<file path="config.mk">
export PLATFORM = sky130hd
export DESIGN_NAME = vfxseq_top
export DESIGN_NICKNAME = d
export VERILOG_FILES = /design/src/vfxseq_lane_or.v /design/src/vfxseq_top.v
export VERILOG_INCLUDE_DIRS = /design/src
export SDC_FILE = /design/constraint.sdc
export NUM_CORES = 1
export LEC_CHECK = 0
export BUFFER_PORTS_ARGS = -buffer_cell sky130_fd_sc_hd__buf_4
export CORE_AREA = 2 2 103 105
export CTS_BUF_LIST = sky130_fd_sc_hd__clkbuf_4 sky130_fd_sc_hd__clkbuf_8
export DETAILED_ROUTE_END_ITERATION = 6
export DIE_AREA = 0 0 105 107
export HOLD_SLACK_MARGIN = 0.1
export MAX_ROUTING_LAYER = met4
export PLACE_DENSITY_LB_ADDON = 0.12
export SETUP_SLACK_MARGIN = 0.15
export SYNTH_ARGS = -nofsm -noshare
export SYNTH_HDL_FRONTEND = slang
export SYNTH_SLANG_ARGS = --single-unit
</file>
<file path="constraint.sdc">
create_clock -name i_clk_sys -period 2.2 [get_ports i_clk_sys]
set_clock_uncertainty 0.15 [all_clocks]
set_input_delay 0.11 -clock i_clk_sys [delete_from_list [all_inputs] [get_ports i_clk_sys]]
set_output_delay 0.11 -clock i_clk_sys [all_outputs]
set_load 0.005 [all_outputs]
</file>
<file path="src/vfxseq_defs.vh">
// Constants for the vector floating-point exception sequencer
`ifndef VFXSEQ_DEFS_VH
`define VFXSEQ_DEFS_VH
`define VFX_CSR_RESET      16'h1f80
`define VFX_FLAG_LSB       0
`define VFX_DAZ_BIT        6
`define VFX_MASK_LSB       7
`define VFX_RC_LSB         13
`define VFX_FTZ_BIT        15
`define VFX_VALID_DAZ      32'h0000ffff
`define VFX_VALID_NODAZ    32'h0000ffbf
`define VFX_SAVE_MASK_BYTE 28
`define VFX_LEAF_FEATURES  32'h00000001
`define VFX_FEAT_SAVE_BIT  24
`define VFX_FEAT_GEN1_BIT  25
`define VFX_FEAT_GEN2_BIT  26
`define VFX_CR4_SAVE_BIT   9
`define VFX_CR4_FAULT_BIT  10
`define VFX_CR0_IMIT_BIT   2
`define VFX_PRE_SET        6'h07
`define VFX_POST_SET       6'h38
`endif

</file>
<file path="src/vfxseq_lane_or.v">
// Per-lane exception flag reduction into one flag set
`timescale 1ns/1ps
`default_nettype none
module vfxseq_lane_or #(
  parameter LANES = 4
) (
  input  wire [6*LANES-1:0] i_lane_flags,  // Six flags per lane
  output wire [5:0]         o_flags        // OR per condition type
);
  genvar g;
  // OR each condition across all lanes
  generate
    for (g = 0; g < 6; g = g + 1) begin : g_or
      wire [LANES-1:0] col;
      genvar l;
      for (l = 0; l < LANES; l = l + 1) begin : g_l
        assign col[l] = i_lane_flags[6*l+g];
      end
      assign o_flags[g] = |col;
    end
  endgenerate
endmodule
`default_nettype wire

</file>
<file path="src/vfxseq_top.v">
// Vector floating-point exception sequencer top
`timescale 1ns/1ps
`default_nettype none
`include "vfxseq_defs.vh"
// Sequencing overview
// An instruction is taken only while the sequencer is idle. Its per-lane
// conditions are captured at issue and reduced to one set per phase.
// Pre phase: invalid, denormal and divide-by-zero flags are ORed in; if
// any unmasked one is new, a fault pulse is raised and the sequencer
// parks until the handler returns. Post phase: overflow, underflow and
// inexact are treated the same way. The result write pulse is held back
// until both phases are clear or handled, so masked results never leave
// ahead of an unmasked fault.
// The fault is the vector fault when the OS has declared that it handles
// it, and the invalid-opcode fault otherwise. Faults never reach the
// legacy error pin, and the ignore-error pin has no say in any of this.
// Limitation: the conditions are sampled once at issue; a handler that
// fixes operands is seen only as its return pulse, so the post set
// captured at issue is reused after the pre handler returns.
// A return pulse outside a wait state is ignored, so a late handler
// cannot restart an instruction that has already completed.
// Capability outputs (identification word, save image mask, OS enables)
// are plain registered copies and need no sequencing; the init request
// touches none of them and leaves the control/status register alone.
module vfxseq_top #(
  parameter LANES       = 4,
  parameter HAS_DAZ     = 1,
  parameter HAS_IDENT   = 1,
  parameter HAS_GEN1    = 1,
  parameter HAS_GEN2    = 1,
  parameter HAS_SAVE    = 1
) (
  input  wire               i_clk_sys,       // Core clock
  input  wire               i_rst,           // Hardware reset, high
  input  wire               i_init,          // Init request, same clock
  input  wire               i_instr_start,   // Vector fp instruction issue
  input  wire               i_instr_gen2,    // Instruction is second gen
  input  wire [6*LANES-1:0] i_lane_pre,      // Per-lane pre conditions
  input  wire [6*LANES-1:0] i_lane_post,     // Per-lane post conditions
  input  wire               i_handler_return,// Fault handler returned
  input  wire               i_csr_wr,        // Write control/status reg
  input  wire [31:0]        i_csr_wdata,     // Value to write
  input  wire               i_ident_exec,    // Identification instr
  input  wire [31:0]        i_accum,         // Accumulator leaf value
  input  wire [31:0]        i_ctrl_reg_four, // Control register four
  input  wire               i_ignore_fp_error_in_pin, // Raw pin
  input  wire               i_legacy_fp_error, // Legacy unit error
  input  wire               i_native_fp_fault_report_bit, // Reg zero bit
  output reg                o_fp_error_out_pin, // Legacy error pin
  output reg                o_vector_fp_fault,  // Vector fault pulse
  output reg                o_invalid_opcode_fault, // Pulse
  output reg                o_general_protection_fault, // Pulse
  output reg                o_result_write,  // Result write pulse
  output reg                o_busy,          // Instruction in flight
  output reg                o_fault_phase_post, // Last fault was post
  output reg [31:0]         o_vector_control_status_reg, // CSR value
  output reg [1:0]          o_vector_round,  // Vector rounding field
  output reg [31:0]         o_vector_control_valid_bits, // Save image
  output reg [31:0]         o_ident_features, // Leaf 1 feature word
  output reg                o_ident_valid,   // Feature word valid
  output reg                o_os_state_save_enable, // Reg four bit 9
  output reg                o_os_vector_fault_enable // Reg four bit 10
);
  localparam ST_IDLE = 3'h0;
  localparam ST_PRE  = 3'h1;
  localparam ST_WPRE = 3'h2;
  localparam ST_POST = 3'h3;
  localparam ST_WPST = 3'h4;
  localparam ST_DONE = 3'h5;

  // Condition sets; the bit index of a condition is its sticky flag bit.
  // Invalid, denormal and divide-by-zero are known before computing;
  // overflow, underflow and inexact only once a result exists.
  localparam [5:0] COND_PRE  = `VFX_PRE_SET;
  localparam [5:0] COND_POST = `VFX_POST_SET;

  reg [2:0]  state;
  reg [2:0]  next_state;
  reg [5:0]  pend_pre;
  reg [5:0]  pend_post;
  reg        ign_s1;
  reg        ign_s2;
  wire [5:0] pre_or;
  wire [5:0] post_or;
  wire [5:0] masks;
  wire [5:0] unmasked_pre;
  wire [5:0] unmasked_post;
  wire       os_fault_ok;
  wire [31:0] valid_bits;
  wire [31:0] save_mask;
  reg  [31:0] next_csr;
  wire        csr_write_bad;
  wire        instr_unsup;
  wire        fault_now;

  // Nonzero when a write value sets a bit outside the supported set
  function bad_write;
    input [31:0] value;
    input [31:0] supported;
    begin
      bad_write = ((value & ~supported) != 32'h00000000);
    end
  endfunction

  // Set when the issued generation is not built into this device
  function gen_missing;
    input gen2;
    input has1;
    input has2;
    begin
      gen_missing = (gen2 && !has2) || (!gen2 && !has1);
    end
  endfunction

  // Reduce lanes into one condition set each phase
  vfxseq_lane_or #(.LANES(LANES)) u_pre_or (
    .i_lane_flags (i_lane_pre),
    .o_flags      (pre_or)
  );
  vfxseq_lane_or #(.LANES(LANES)) u_post_or (
    .i_lane_flags (i_lane_post),
    .o_flags      (post_or)
  );

  // Unmasked tests use only new conditions, never the sticky flags
  assign masks = o_vector_control_status_reg[`VFX_MASK_LSB+5:`VFX_MASK_LSB];
  assign unmasked_pre = pend_pre & ~masks & COND_PRE;
  assign unmasked_post = pend_post & ~masks & COND_POST;
  assign os_fault_ok = i_ctrl_reg_four[`VFX_CR4_FAULT_BIT];
  assign valid_bits = (HAS_DAZ != 0) ? `VFX_VALID_DAZ : `VFX_VALID_NODAZ;
  assign save_mask = (HAS_DAZ != 0) ? `VFX_VALID_DAZ : 32'h00000000;
  assign csr_write_bad = i_csr_wr && bad_write(i_csr_wdata, valid_bits);
  assign instr_unsup = gen_missing(i_instr_gen2, HAS_GEN1 != 0,
                                   HAS_GEN2 != 0);
  assign fault_now = (state == ST_PRE && unmasked_pre != 6'h00) ||
                     (state == ST_POST && unmasked_post != 6'h00);

  // Ignore pin is synchronised but deliberately feeds no vector logic.
  // It is kept so the pin has a defined load; wiring it into the fault
  // path would let the legacy unit's error handling suppress vector
  // faults, which the two units must never share.
  always @(posedge i_clk_sys) begin
    if (i_rst) begin
      ign_s1 <= 1'b0;
      ign_s2 <= 1'b0;
    end else begin
      ign_s1 <= i_ignore_fp_error_in_pin;
      ign_s2 <= ign_s1;
    end
  end

  // Sequencer next state
  // Each phase takes one cycle when clean. A wait state is left only by a
  // handler return, so a slow handler simply stretches the instruction.
  // The post check always follows the pre phase, also after a pre fault,
  // which is what allows two faults for one instruction.
  // Done lasts one cycle and launches the result write.
  always @* begin
    next_state = state;
    case (state)
      ST_IDLE: begin
        if (i_instr_start)
          next_state = ST_PRE;
      end
      ST_PRE: begin
        if (unmasked_pre != 6'h00)
          next_state = ST_WPRE;
        else
          next_state = ST_POST;
      end
      ST_WPRE: begin
        if (i_handler_return)
          next_state = ST_POST;
      end
      ST_POST: begin
        if (unmasked_post != 6'h00)
          next_state = ST_WPST;
        else
          next_state = ST_DONE;
      end
      ST_WPST: begin
        if (i_handler_return)
          next_state = ST_DONE;
      end
      ST_DONE: begin
        next_state = ST_IDLE;
      end
      default: begin
        next_state = ST_IDLE;
      end
    endcase
  end

  // Sequencer state, conditions latched at issue
  always @(posedge i_clk_sys) begin
    if (i_rst) begin
      state     <= ST_IDLE;
      pend_pre  <= 6'h00;
      pend_post <= 6'h00;
    end else begin
      state <= next_state;
      if (state == ST_IDLE && i_instr_start) begin
        pend_pre  <= pre_or & COND_PRE;
        pend_post <= post_or & COND_POST;
      end
    end
  end

  // Fault pulses, result write and status outputs
  always @(posedge i_clk_sys) begin
    if (i_rst) begin
      o_vector_fp_fault          <= 1'b0;
      o_invalid_opcode_fault     <= 1'b0;
      o_general_protection_fault <= 1'b0;
      o_result_write             <= 1'b0;
      o_busy                     <= 1'b0;
      o_fault_phase_post         <= 1'b0;
    end else begin
      o_vector_fp_fault          <= 1'b0;
      o_invalid_opcode_fault     <= 1'b0;
      o_general_protection_fault <= 1'b0;
      o_result_write             <= 1'b0;
      o_busy <= (next_state != ST_IDLE);
      // Unsupported generation raises invalid opcode at issue; the phases still run
      if (state == ST_IDLE && i_instr_start && instr_unsup)
        o_invalid_opcode_fault <= 1'b1;
      if (fault_now) begin
        o_fault_phase_post <= (state == ST_POST);
        if (os_fault_ok)
          o_vector_fp_fault <= 1'b1;
        else
          o_invalid_opcode_fault <= 1'b1;
      end
      // Masked results only leave once every fault has been handled
      if (state == ST_DONE)
        o_result_write <= 1'b1;
      // Reserved bit write, including unsupported denormal zeroing
      if (csr_write_bad)
        o_general_protection_fault <= 1'b1;
      if (i_ident_exec && HAS_IDENT == 0)
        o_invalid_opcode_fault <= 1'b1;
    end
  end

  // Next control/status value: a legal write first, then the phase flags.
  // Flags are ORed over the written value, so a condition raised in the
  // write cycle is never lost; a refused write leaves the flags alone.
  always @* begin
    next_csr = o_vector_control_status_reg;
    if (i_csr_wr && !csr_write_bad)
      next_csr = i_csr_wdata;
    if (state == ST_PRE)
      next_csr[5:0] = next_csr[5:0] | pend_pre;
    else if (state == ST_POST)
      next_csr[5:0] = next_csr[5:0] | pend_post;
  end

  // Control/status register: only hardware reset restores it, not init
  always @(posedge i_clk_sys) begin
    if (i_rst)
      o_vector_control_status_reg <= {16'h0000, `VFX_CSR_RESET};
    else
      o_vector_control_status_reg <= next_csr;
  end

  // Vector rounding comes only from the vector register.
  // The legacy control word has no path here; software that wants the
  // same rounding in both units must program both.
  always @(posedge i_clk_sys) begin
    if (i_rst)
      o_vector_round <= 2'b00;
    else
      o_vector_round <=
        o_vector_control_status_reg[`VFX_RC_LSB+1:`VFX_RC_LSB];
  end

  // Legacy error pin follows the legacy unit, held low while the native report bit is set.
  // No vector fault term is ORed in, whatever the native report bit says.
  always @(posedge i_clk_sys) begin
    if (i_rst)
      o_fp_error_out_pin <= 1'b0;
    else
      o_fp_error_out_pin <= i_legacy_fp_error &
                            !i_native_fp_fault_report_bit;
  end

  // Identification word; leaf 1 is the only leaf with feature bits
  always @(posedge i_clk_sys) begin
    if (i_rst) begin
      o_ident_features <= 32'h00000000;
      o_ident_valid    <= 1'b0;
    end else begin
      o_ident_valid <= i_ident_exec && (HAS_IDENT != 0);
      if (i_ident_exec && HAS_IDENT != 0) begin
        o_ident_features <= 32'h00000000;
        if (i_accum == `VFX_LEAF_FEATURES) begin
          o_ident_features[`VFX_FEAT_GEN1_BIT] <=
            (HAS_GEN1 != 0);
          o_ident_features[`VFX_FEAT_GEN2_BIT] <=
            (HAS_GEN2 != 0);
          o_ident_features[`VFX_FEAT_SAVE_BIT] <=
            (HAS_SAVE != 0);
        end
      end
    end
  end

  // Capability mirrors; the OS bits are copied, never set by hardware
  always @(posedge i_clk_sys) begin
    if (i_rst) begin
      o_vector_control_valid_bits <= 32'h00000000;
      o_os_state_save_enable      <= 1'b0;
      o_os_vector_fault_enable    <= 1'b0;
    end else begin
      // Save image word at bytes 28..31; zero when no denormal zeroing
      o_vector_control_valid_bits <= save_mask;
      o_os_state_save_enable <=
        i_ctrl_reg_four[`VFX_CR4_SAVE_BIT];
      o_os_vector_fault_enable <=
        i_ctrl_reg_four[`VFX_CR4_FAULT_BIT];
    end
  end
endmodule
`default_nettype wire

</file>
==> results.json <==
{
  "outcome": "finished, final reports clean",
  "rsz0062_at_grt": "false",
  "via_count": 2516,
  "clockBufferDepth": 2,
  "n_fill_cell": 1019,
  "drc": 0,
  "ys_ff_latch": 55,
  "final_nets": 638,
  "timing.slew.headroom_pct": 63.4,
  "dieHeight_um": 107,
  "ir_worst_vdd_uv": 264,
  "fin_cells": 620,
  "grtUsageMet3_pct": 2.98,
  "clk_pin_slew_ns": 0.11,
  "grt_util_met2_pct": 21.5,
  "tritoncts": "done",
  "synth_area_mm2": 0.00257,
  "cts_root_buf": "clkbuf_8",
  "period_needed_ns": 1.90,
  "seqCellArea_mm2": 0.00110,
  "syn2layout_area_growth_pct": 69.2,
  "syn_avg_cell_area_um2": 9.20,
  "core_area_mm2": 0.0101,
  "routed_via_density": 4.06,
  "place_inst": 546,
  "fin_tns_setup_ns": 0,
  "drv_cap": 0,
  "p_leak_nw": 1.95,
  "synth_area_leaders": "dfxtp_1, buf_4, nand3_1, nor4_1, and2_4",
  "ios": 263,
  "ys_warn_count": 0,
  "critPathKind": "input port to register",
  "synth_cells": 279,
  "final_hold_viol_count": 0,
  "end_kind": "register",
  "start_util_pct": 25.4,
  "start_kind": "input port",
  "ys.flop_type": "dfxtp_1",
  "async_flop_share_pct": 0,
  "largest_reg_flops": 32,
  "fmax_mhz": 526,
  "yosysSeqAreaShare_pct": 42.9,
  "synth-edff-count": 0,
  "crit_required_ns": 2.30,
  "die_area_mm2": 0.0112,
  "drive_gt1_share_pct": 38.4,
  "multi_input_area_mm2": 0.00106,
  "drv_slew": 0,
  "ant_nets": 0,
  "fp-row-count": 37,
  "clk_latency_ns": 0.32,
  "p_per_area_mw_per_mm2": 527,
  "cts_buffers": 5,
  "synth.top_cell.area_share_pct": 42.9,
  "drtIter0Drc": 99,
  "portBuffers": 160,
  "cts_sinks": 55,
  "antenna_found_initial": 0,
  "cp.arrival_ns": 2.01,
  "reg2reg_slack_ns": 0.49,
  "setup_violations": 0,
  "ys_top_cells_by_count": "buf_4, dfxtp_1, nand3_1",
  "wl_mm": 7.42,
  "die_w_um": 105,
  "grt_overflow": 0,
  "grt_first_pass_wirelength_mm": 11.7,
  "period_share_pct": 86.4,
  "globalRouteMet1Util_pct": 16.8,
  "grt_max_degree": 33,
  "diodes": 0,
  "cts.htree.levels": 2,
  "top_usage_layer": "met2",
  "tightest_slew_ns": 0.548,
  "first_pass_iters": 4,
  "yosysTopAreaCell": "dfxtp_1",
  "yosysMostFrequentCell": "buf_4",
  "grt_pass1_vias": 2412,
  "place_hpwl_mm": 5.40,
  "yosysUniqueCellTypes": 39,
  "place.gp.congestion": 0.730,
  "grt_usage_pct": 13.2,
  "min_path_type": "input port to register",
  "wire_per_inst_um": 12.0,
  "crit_fanout": 1
}
## path summary, 6_finish.rpt
check	from	end	cells after the start
worst min-delay path	i_csr_wr	o_vector_control_status_reg[2]	3
worst min register to register	o_vector_control_status_reg[24]	o_vector_control_status_reg[24]	1
worst max register to register	state[0]	o_vector_control_status_reg[0]	4
worst max-delay path	i_accum[2]	o_ident_features[25]	7
## metal layers
metal / up-vias / share of wire [%]
li1: 1280 / -
met1: 1105 / 45
met2: 119 / 47
met3: 12 / 6.9
met4: 0 / 1.5
met5: - / 0
## critical path, cell delays in order
cell and delay, ns:
dlygate4sd3_1 0.56, buf_4 0.14, nor4b_1 0.28, dlygate4sd3_1 0.61, nand4_1 0.09, nor2_1 0.10, a21o_1 0.11
## cell usage in the layout, fill, tap and decap left out, types with 2 or more instances in the layout
cell type	instances
nand3_1	22
nor2_1	12
a32oi_1	3
inv_1	6
nor3_1	5
mux2i_1	2
a211oi_1	6
nand2b_1	2
dlygate4sd3_1	66
clkbuf_8	5
buf_4	162
a21oi_1	8
and2_4	10
a31oi_1	3
nand4_1	3
dfxtp_1	55
nor4_1	17
o221ai_1	2
o21ai_0	17
nor3b_1	2
and2_1	6
conb_1	45
nor2b_1	6
## through the flow
stage	cell area, µm²	setup WS [ns]	util [%]	power (W)	hold slack [ns]
final	4340	0.299	43.0	0.00229	0.169
after global routing	4340	0.199	43.0	0.00244	0.166
after CTS	4340	0.258	43.0	0.00232	0.144
after detailed placement	3590	0.480	35.6	0.00168	0.124
after global placement	3590	0.452	35.6	0.00167	0.123
after floorplan	2730	0.793	-	0.00151	0.0361
## cells by family after synthesis
kind of cell	count (synthesis)	share of synthesized area [%]
other	1	0.146
muxes	2	0.780
AOI/OAI and AO/OA	44	11.3
xor gates and xnor gates	1	0.341
and+or+nand+nor	93	22.2
buffers and inverters	83	22.4
DFF	55	42.9
## final cells by class
cell class | count | area share, %
multi-input cells | 185 | 24.3
well taps | 136 | 3.92
flip-flops and latches | 55 | 25.4
clock inverters | 3 | 0.519
repair buffers | 229 | 43.7
inverters | 7 | 0.605
clock buffers | 5 | 1.58
## power breakdown
group	internal [W]	switching, W
logic	0.000321	0.000225
clock network	0.000229	0.000342
registers	0.00107	0.000100
total	0.00162	0.000667
## timing repair
action,in CTS,in global routing
buffers inserted,0,0
endpoints found under the hold margin,35,0
resized for setup,0,1
setup endpoints to repair,0,2
hold buffers,66,0
Power figures use the tool's default switching activity.
